==> config.mk <==
export PLATFORM = sky130hd
export DESIGN_NAME = icf_capture
export DESIGN_NICKNAME = d
export VERILOG_FILES = /design/src/hdl/icf_pkg.sv /design/src/hdl/icf_capture.sv
export SDC_FILE = /design/constraint.sdc
export NUM_CORES = 1
export LEC_CHECK = 0
export ABC_CLOCK_PERIOD_IN_PS = 7750
export BUFFER_PORTS_ARGS = -buffer_cell sky130_fd_sc_hd__buf_4
export CORE_MARGIN = 4
export CORE_UTILIZATION = 45
export CTS_CLUSTER_SIZE = 20
export DETAILED_ROUTE_END_ITERATION = 10
export GPL_TIMING_DRIVEN = 0
export SYNTH_ARGS = -nofsm -noshare
export SYNTH_HDL_FRONTEND = slang
export SYNTH_SLANG_ARGS = --single-unit
==> constraint.sdc <==
create_clock -name clk_in -period 7.75 [get_ports clk_in]
set_clock_uncertainty 0.1 [all_clocks]
set_input_delay 1.55 -clock clk_in [delete_from_list [all_inputs] [get_ports clk_in]]
set_output_delay 1.55 -clock clk_in [all_outputs]
set_load 0.005 [all_outputs]
==> src/hdl/icf_pkg.sv <==
// icf_pkg: constants and types for the input capture control block.
// assumes one 10 MHz clock and a byte-addressed plain register port.
package icf_pkg;

    // ==========================================================
    // register map (byte addresses)
    localparam logic [7:0] ICF_ADDR_CONTROL = 8'h00;
    localparam logic [7:0] ICF_ADDR_BUFFER  = 8'h04;
    localparam logic [7:0] ICF_ADDR_STATUS  = 8'h08;
    localparam logic [7:0] ICF_ADDR_CLEAR   = 8'h0C;
    localparam logic [7:0] ICF_ADDR_ENABLE  = 8'h10;

    // ==========================================================
    // capture_control field positions
    localparam int ICF_BIT_ON         = 15;
    localparam int ICF_BIT_FIRST_EDGE = 9;
    localparam int ICF_BIT_WIDE       = 8;
    localparam int ICF_BIT_TIMER_SEL  = 7;
    localparam int ICF_BIT_IRQ_HI     = 6;
    localparam int ICF_BIT_IRQ_LO     = 5;
    localparam int ICF_BIT_OVERFLOW   = 4;
    localparam int ICF_BIT_NONEMPTY   = 3;
    localparam int ICF_BIT_MODE_HI    = 2;
    localparam int ICF_BIT_MODE_LO    = 0;

    // interrupt status / clear / enable bits
    localparam int ICF_IRQ_CAPTURE  = 0;
    localparam int ICF_IRQ_OVERFLOW = 1;
    localparam int ICF_IRQ_W        = 2;

    // ==========================================================
    // capture_mode_select codes
    localparam logic [2:0] ICF_MODE_OFF      = 3'h0;
    localparam logic [2:0] ICF_MODE_EDGE     = 3'h1;
    localparam logic [2:0] ICF_MODE_FALL     = 3'h2;
    localparam logic [2:0] ICF_MODE_RISE     = 3'h3;
    localparam logic [2:0] ICF_MODE_RISE4    = 3'h4;
    localparam logic [2:0] ICF_MODE_RISE16   = 3'h5;
    localparam logic [2:0] ICF_MODE_EVERY    = 3'h6;
    localparam logic [2:0] ICF_MODE_IRQ_ONLY = 3'h7;

    // ==========================================================
    // reset values
    localparam logic [ICF_IRQ_W-1:0] ICF_RST_IRQ = 2'h0;
    localparam logic [3:0]           ICF_RST_PRE = 4'h0;

    typedef struct packed {
        logic       on;
        logic       first_rise;
        logic       wide;
        logic       timer_sel;
        logic [1:0] irq_interval;
        logic [2:0] mode;
    } icf_ctrl_t;

    localparam icf_ctrl_t ICF_RST_CTRL = '{on: 1'b0, first_rise: 1'b0, wide: 1'b0,
                                          timer_sel: 1'b0, irq_interval: 2'h0,
                                          mode: 3'h0};

endpackage

==> src/hdl/icf_capture.sv <==
// icf_capture: input capture unit with control fields, result buffer
// and interrupt status. assumes timers and low-power level on clk_in.
//
// Added by the designer: the strobed register port and the placing of the registers.
`timescale 1ns/1ps
`default_nettype none

// Summary of operation
// RULE_01: timer source 0 captures third timer, 1 captures second timer.
// RULE_02: interval field 00..11 raises interrupt every 1st..4th capture.
// RULE_03: overflow bit 4 is read-only, set once an overflow occurred.
// RULE_04: bit 3 read-only, high while buffer holds unread values.
// RULE_05: mode 111 interrupts on rising edge only in sleep or idle.
// RULE_06: mode 110 captures configured first edge, then every edge.
// RULE_07: mode 101 captures every sixteenth rising edge.
// RULE_08: mode 100 captures every fourth rising edge.
// RULE_09: mode 011 captures every rising edge.
// RULE_10: mode 010 captures every falling edge.
// RULE_11: edge-detect mode captures on every transition.
// RULE_12: mode 000 disables capture.
// RULE_13: wide capture ignores the timer source field.
// RULE_14: clearing enable clears overflow, buffer, event and prescale counts.
// RULE_15: disabled mode takes no captures; buffer readable; prescaler runs.
// RULE_16: mode code 001 is edge-detect mode.
// RULE_17: capture into full buffer sets overflow and drops the value.
module icf_capture
    import icf_pkg::*;
#(
    parameter int DEPTH   = 4,
    parameter int TIMER_W = 16
) (
    // clock and reset
    input  wire logic                 clk_in,
    input  wire logic                 rst_n_in,
    input  wire logic                 ce_in,
    // register port
    input  wire logic [7:0]           addr_in,
    input  wire logic [31:0]          wr_data_in,
    input  wire logic                 wr_en_in,
    input  wire logic                 rd_en_in,
    output logic      [31:0]          rd_data_out,
    // capture sources
    input  wire logic                 cap_pin_in,
    input  wire logic [TIMER_W-1:0]   second_timer_in,
    input  wire logic [TIMER_W-1:0]   third_timer_in,
    input  wire logic                 low_power_in,
    // interrupt
    output logic                      irq_out
);

    localparam int PTR_W = (DEPTH > 1) ? $clog2(DEPTH) : 1;
    localparam int CNT_W = PTR_W + 1;
    localparam logic [CNT_W-1:0] FULL_CNT = CNT_W'(DEPTH);

    // ==========================================================
    // pin synchroniser and filtered level
    logic [2:0] pin_sync;
    logic [2:0] next_pin_sync;
    logic       pin_level;
    logic       next_pin_level;
    logic       pin_change;
    logic       pin_rise;
    logic       pin_fall;

    always_comb begin
        next_pin_sync  = {pin_sync[1:0], cap_pin_in};
        // level moves only once stages two and three agree
        pin_change     = (pin_sync[1] == pin_sync[2]) && (pin_sync[2] != pin_level);
        pin_rise       = pin_change && pin_sync[2];
        pin_fall       = pin_change && !pin_sync[2];
        next_pin_level = pin_change ? pin_sync[2] : pin_level;
    end

    always_ff @(posedge clk_in or negedge rst_n_in) begin
        if (!rst_n_in) begin
            pin_sync  <= 3'h0;
            pin_level <= 1'b0;
        end else if (ce_in) begin
            pin_sync  <= next_pin_sync;
            pin_level <= next_pin_level;
        end
    end

    // ==========================================================
    // capture state
    icf_ctrl_t                 ctrl;
    icf_ctrl_t                 next_ctrl;
    logic                      overflow;
    logic                      next_overflow;
    logic [2*TIMER_W-1:0]      fifo_mem [DEPTH];
    logic [2*TIMER_W-1:0]      next_fifo_mem [DEPTH];
    logic [PTR_W-1:0]          wr_ptr;
    logic [PTR_W-1:0]          next_wr_ptr;
    logic [PTR_W-1:0]          rd_ptr;
    logic [PTR_W-1:0]          next_rd_ptr;
    logic [CNT_W-1:0]          fill;
    logic [CNT_W-1:0]          next_fill;
    logic [3:0]                prescale;
    logic [3:0]                next_prescale;
    logic [1:0]                event_cnt;
    logic [1:0]                next_event_cnt;
    logic                      first_done;
    logic                      next_first_done;
    logic [ICF_IRQ_W-1:0]      irq_status;
    logic [ICF_IRQ_W-1:0]      next_irq_status;
    logic [ICF_IRQ_W-1:0]      irq_enable;
    logic [ICF_IRQ_W-1:0]      next_irq_enable;
    logic [31:0]               next_rd_data;
    logic                      next_irq;

    logic                      capture_hit;
    logic                      pop;
    logic                      push;
    logic                      full_now;
    logic [2*TIMER_W-1:0]      stamp;
    logic [ICF_IRQ_W-1:0]      irq_set;
    logic [ICF_IRQ_W-1:0]      irq_clr;
    logic [31:0]               ctrl_word;

    always_comb begin
        next_ctrl       = ctrl;
        next_overflow   = overflow;
        next_fifo_mem   = fifo_mem;
        next_wr_ptr     = wr_ptr;
        next_rd_ptr     = rd_ptr;
        next_fill       = fill;
        next_prescale   = prescale;
        next_event_cnt  = event_cnt;
        next_first_done = first_done;
        next_irq_enable = irq_enable;
        irq_set         = '0;
        irq_clr         = '0;
        push            = 1'b0;

        // wide capture: second timer low half, third timer high half
        if (ctrl.wide) begin
            stamp = {third_timer_in, second_timer_in}; // RULE_13
        end else if (ctrl.timer_sel) begin
            stamp = {{TIMER_W{1'b0}}, second_timer_in}; // RULE_01
        end else begin
            stamp = {{TIMER_W{1'b0}}, third_timer_in}; // RULE_01
        end

        // edges come from the filtered level, so a glitch shorter than
        // two cycles never reaches the mode decoder
        case (ctrl.mode)
            ICF_MODE_EDGE:   capture_hit = pin_change; // RULE_11 RULE_16
            ICF_MODE_FALL:   capture_hit = pin_fall; // RULE_10
            ICF_MODE_RISE:   capture_hit = pin_rise; // RULE_09
            ICF_MODE_RISE4:  capture_hit = pin_rise && (prescale[1:0] == 2'h3); // RULE_08
            ICF_MODE_RISE16: capture_hit = pin_rise && (prescale == 4'hF); // RULE_07
            ICF_MODE_EVERY:  begin
                if (first_done) begin
                    capture_hit = pin_change; // RULE_06
                end else begin
                    capture_hit = ctrl.first_rise ? pin_rise : pin_fall; // RULE_06
                end
            end
            default:         capture_hit = 1'b0; // RULE_12 RULE_15
        endcase
        capture_hit = capture_hit && ctrl.on;

        // prescaler counts rising edges in every mode, disabled included
        if (ctrl.on && pin_rise) begin
            next_prescale = prescale + 4'h1; // RULE_15
        end

        // mode 110 re-arms its first edge whenever it is left
        if (!ctrl.on || ctrl.mode != ICF_MODE_EVERY) begin
            next_first_done = 1'b0;
        end else if (capture_hit) begin
            next_first_done = 1'b1;
        end

        // a read of the result buffer pops the oldest value
        pop      = rd_en_in && (addr_in == ICF_ADDR_BUFFER) && (fill != '0);
        full_now = (fill == FULL_CNT) && !pop;
        if (pop) begin
            next_rd_ptr = (rd_ptr == PTR_W'(DEPTH - 1)) ? '0 : rd_ptr + PTR_W'(1);
        end
        if (capture_hit) begin
            if (full_now) begin
                next_overflow               = 1'b1; // RULE_17
                irq_set[ICF_IRQ_OVERFLOW]   = 1'b1;
            end else begin
                push                  = 1'b1;
                next_fifo_mem[wr_ptr] = stamp;
                next_wr_ptr = (wr_ptr == PTR_W'(DEPTH - 1)) ? '0 : wr_ptr + PTR_W'(1);
                if (event_cnt == ctrl.irq_interval) begin
                    next_event_cnt           = 2'h0; // RULE_02
                    irq_set[ICF_IRQ_CAPTURE] = 1'b1;
                end else begin
                    next_event_cnt = event_cnt + 2'h1; // RULE_02
                end
            end
        end
        // a pop and a push in one cycle leave the fill count as it was
        if (push && !pop) begin
            next_fill = fill + CNT_W'(1);
        end else if (pop && !push) begin
            next_fill = fill - CNT_W'(1);
        end

        // interrupt-only: wake on a rising edge while asleep or idle
        if (ctrl.on && ctrl.mode == ICF_MODE_IRQ_ONLY && low_power_in && pin_rise) begin
            irq_set[ICF_IRQ_CAPTURE] = 1'b1; // RULE_05
        end

        // register writes
        if (wr_en_in) begin
            if (addr_in == ICF_ADDR_CONTROL) begin
                // bits 4 and 3 are status, so a control write never reaches them
                next_ctrl.on           = wr_data_in[ICF_BIT_ON];
                next_ctrl.first_rise   = wr_data_in[ICF_BIT_FIRST_EDGE];
                next_ctrl.wide         = wr_data_in[ICF_BIT_WIDE];
                next_ctrl.timer_sel    = wr_data_in[ICF_BIT_TIMER_SEL];
                next_ctrl.irq_interval = wr_data_in[ICF_BIT_IRQ_HI:ICF_BIT_IRQ_LO];
                next_ctrl.mode         = wr_data_in[ICF_BIT_MODE_HI:ICF_BIT_MODE_LO];
            end else if (addr_in == ICF_ADDR_CLEAR) begin
                irq_clr = wr_data_in[ICF_IRQ_W-1:0];
            end else if (addr_in == ICF_ADDR_ENABLE) begin
                next_irq_enable = wr_data_in[ICF_IRQ_W-1:0];
            end
        end

        // disabled unit holds its counters and buffer in reset
        if (!ctrl.on) begin
            next_overflow  = 1'b0; // RULE_14
            next_wr_ptr    = '0; // RULE_14
            next_rd_ptr    = '0; // RULE_14
            next_fill      = '0; // RULE_14
            next_event_cnt = 2'h0; // RULE_14
            next_prescale  = ICF_RST_PRE; // RULE_14
        end

        // set wins over a clear in the same cycle
        next_irq_status = (irq_status & ~irq_clr) | irq_set;
        // built from next values so irq_out rises with its status bit
        next_irq        = |(next_irq_status & next_irq_enable);

        ctrl_word                                   = 32'h0;
        ctrl_word[ICF_BIT_ON]                       = ctrl.on;
        ctrl_word[ICF_BIT_FIRST_EDGE]               = ctrl.first_rise;
        ctrl_word[ICF_BIT_WIDE]                     = ctrl.wide;
        ctrl_word[ICF_BIT_TIMER_SEL]                = ctrl.timer_sel;
        ctrl_word[ICF_BIT_IRQ_HI:ICF_BIT_IRQ_LO]    = ctrl.irq_interval;
        ctrl_word[ICF_BIT_OVERFLOW]                 = overflow; // RULE_03
        ctrl_word[ICF_BIT_NONEMPTY]                 = (fill != '0); // RULE_04
        ctrl_word[ICF_BIT_MODE_HI:ICF_BIT_MODE_LO]  = ctrl.mode;

        // unmapped addresses and an empty buffer read as zero
        next_rd_data = 32'h0;
        if (rd_en_in) begin
            if (addr_in == ICF_ADDR_CONTROL) begin
                next_rd_data = ctrl_word;
            end else if (addr_in == ICF_ADDR_BUFFER) begin
                next_rd_data = pop ? 32'(fifo_mem[rd_ptr]) : 32'h0;
            end else if (addr_in == ICF_ADDR_STATUS) begin
                next_rd_data = {{(32-ICF_IRQ_W){1'b0}}, irq_status};
            end else if (addr_in == ICF_ADDR_ENABLE) begin
                next_rd_data = {{(32-ICF_IRQ_W){1'b0}}, irq_enable};
            end
        end
    end

    always_ff @(posedge clk_in or negedge rst_n_in) begin
        if (!rst_n_in) begin
            ctrl        <= ICF_RST_CTRL;
            overflow    <= 1'b0;
            wr_ptr      <= '0;
            rd_ptr      <= '0;
            fill        <= '0;
            prescale    <= ICF_RST_PRE;
            event_cnt   <= 2'h0;
            first_done  <= 1'b0;
            irq_status  <= ICF_RST_IRQ;
            irq_enable  <= ICF_RST_IRQ;
            rd_data_out <= 32'h0;
            irq_out     <= 1'b0;
        end else if (ce_in) begin
            ctrl        <= next_ctrl;
            overflow    <= next_overflow;
            wr_ptr      <= next_wr_ptr;
            rd_ptr      <= next_rd_ptr;
            fill        <= next_fill;
            prescale    <= next_prescale;
            event_cnt   <= next_event_cnt;
            first_done  <= next_first_done;
            irq_status  <= next_irq_status;
            irq_enable  <= next_irq_enable;
            rd_data_out <= next_rd_data;
            irq_out     <= next_irq;
        end
    end

    // buffer storage has no reset; only pointers define its content
    always_ff @(posedge clk_in) begin
        if (ce_in) begin
            fifo_mem <= next_fifo_mem;
        end
    end

endmodule // icf_capture

`default_nettype wire

==> metrics <==
post-synth top area share 47.2%; switching pwr 0.506 mW; Detail Placement HPWL 12.4 mm; global-route wire length before repair 28.3 mm; Post-synth ARST share 33.7%; initial antenna violation count 0; Antenna diodes 0; relative slew slack 38.8%; Max IR drop VDD 0.000168 V; WL met3 1.02 mm; root buf cell clkbuf_16; Sink Count 193; FMAX 0.255 GHz; setup violators final 0; Avg WL per Cell 21.6 um; die area 20300 um2; Iteration-0 DRC Markers 347; R2R setup slack 4.83 ns; Slew Viols, Final 0; clock transition at the registers of the reported paths 0.07 ns; met2 WL 9.03 mm; postcts setup bufs 0; R2R depth 8; HP Class register to register; DR vias/cell 5.70; sw frac 23.5%; Top FF cell, synth edfxtp_1; Top Metal Used met4; number of flops mapped to enable cells by yosys 128; fin crit share 50.6%; kind of start point of the critical path input pin; r2r endpoint fifo_mem[11]; CTS tree built; WL final 18.2 mm; dominant cell by count in the synthesized netlist edfxtp_1; Arr. time, crit path 3.95 ns; DIE WIDTH 143 um; Final Hold Fails 0; Total Routing Usage GR 18.6%; Synth Area per Inst 16.4 um2; Lkg Pwr 3.83 nW; Inserted Clock Buffers 17; kind of critical path input pin to register; Max FO, Critical Path 17; Overall Power 2.15 mW; Synth area leader edfxtp_1; Warnings, synthesis 0; starting density of the core 46.5%; pin count of the biggest net entering global routing 66; max cap viols 0; area growth from synthesis to layout 20.1%; Final GP Congestion 0.823; die height 143 um; drt first pass iters 5; register bit total from synthesis 193; Hold Path Stages 1; Filler Cells Inserted 1437; Mapped Area 8150 um2; HP Start rd_data_out[19]; pwr dens 220 nW/um2; RSZ-0062 raised after global routing false; DR vias 4816; H-tree Lvls 4; vias in the first global route 5056; hold buffer count at cts 0; Cells after Synth 497; status finished, final reports clean; Hold Path End rd_data_out[19]; layout cells sized above 1 33.4%; Cell variety after synth 58; Final Net Count 693; post-CTS sizing 0; CP Capture Type register; Clock Power Share 40.3%; Core ar. 17500 um2; post-route antenna net violation count 0; sequential fraction of the synthesis area 67.1%; Slew @ Worst Pin 0.917 ns; row cnt 48; clk_lat worst skew 0.43 ns; top cells by area, synth edfxtp_1 47%, dfrtp_1 20%, mux4_2 8.8%; Reg-to-Reg Start ctrl[2]; Worst Path Required 7.78 ns; Seq pwr share 53.0%; internal power 1.65 mW; hold_ws 0.412 ns; met1 WL 8.03 mm; CTS max path bufs 2; IO Count 112; Comb power frac 6.7%; Final TNS setup 0 ns; gr ovfl total 0; Min Clock Period, post-route 3.92 ns; drt drc 0; Mapped Nets 583; I/O Buffers 87; Post-synth top cells 128 x edfxtp_1, 65 x dfrtp_1, 32 x mux4_2; CP Launch Point addr_in[7]
worst max-delay path by stage:
stage	end	slack, ns	cells past startpoint
after floorplan	fifo_mem[0]	3.44	6
after global placement	fifo_mem[49]	2.55	7
after detailed placement	fifo_mem[25]	3.38	8
after CTS	fifo_mem[27]	3.82	8
after global routing	fifo_mem[15]	3.73	8
final	fifo_mem[11]	3.83	8
placed cells by master (no fill, tap or decap), drive strengths merged, types with 3 or more instances in the layout:
cell,n
ha,6
a32o,4
and2,24
edfxtp,128
clkinv,5
a21oi,8
and3,8
dfrtp,65
mux4,32
inv,22
buf,99
nand3,4
nand2,23
a221o,7
o2bb2ai,5
mux2,28
nand2b,3
nor4,3
clkbuf,35
nor2,13
a22o,25
o21ai,22
nor3,11
through the flow:
step / instance area, um2 / setup slack (ns) / std cells / util, %
6_report: 9780 / 3.83 / 845 / 55.8
5_1_grt: 9780 / 3.73 / 845 / 55.8
4_1_cts: 9780 / 3.82 / 845 / 55.8
3_5_place_dp: 9200 / 3.38 / 813 / 52.4
3_3_place_gp: 9080 / 2.55 / 809 / 51.8
2_1_floorplan: 8150 / 3.44 / 497 / -
kinds of logic (layout without fill, tap and decap cells):
logic type	Yosys count	in the layout	share of synthesized area [%]
AO/OA/AOI/OAI	90	90	8.75
XOR/XNOR	2	2	0.215
adder cells (fa/ha/maj)	7	7	1.17
buffers and inverters	40	163	2.23
flip-flops	193	193	67.1
multiplexers	62	62	13.0
AND/OR/NAND/NOR	103	103	7.53
registers in the layout, indices dropped and copies added (netlist names):
register,count
ctrl,9
event_cnt,2
fifo_mem,128
fill,3
first_done,1
irq_enable,2
irq_out,1
irq_status,2
overflow,1
pin_level,1
pin_sync,3
prescale,4
rd_data_out,32
rd_ptr,2
wr_ptr,2
power groups by stage:
stage / clock network (mW) / registers, mW / logic [mW]
2_1_floorplan: 0 / 1.16 / 0.0862
3_3_place_gp: 0 / 1.16 / 0.140
3_5_place_dp: 0 / 1.16 / 0.146
4_1_cts: 0.883 / 1.14 / 0.147
5_1_grt: 0.928 / 1.14 / 0.162
6_report: 0.868 / 1.14 / 0.145
cell type report:
type | count | area [um2] | share of cell area [%]
plain buffers | 25 | 125 | 1.28
clock buffers | 18 | 439 | 4.49
clock inverters | 14 | 148 | 1.51
inverters | 15 | 56.3 | 0.576
multi-input cells | 264 | 2500 | 25.6
flip-flops and latches | 193 | 5470 | 55.9
well taps | 225 | 282 | 2.88
repair buffers | 91 | 763 | 7.80
routing by layer:
layer	vias to the layer above	global-route usage [%]
li1	2186	-
met3	11	5.07
met1	2492	25.4
met4	0	4.45
met2	127	30.0
met5	-	0
critical path, cell delays in order:
cell     delay, ns
buf_4         0.11
or4_1         0.50
buf_2         0.19
o311a_4       0.40
nor3_2        0.24
buf_6         0.18
and3_2        0.53
buf_16        0.23
Note: power is estimated with default switching activity, not from simulation.
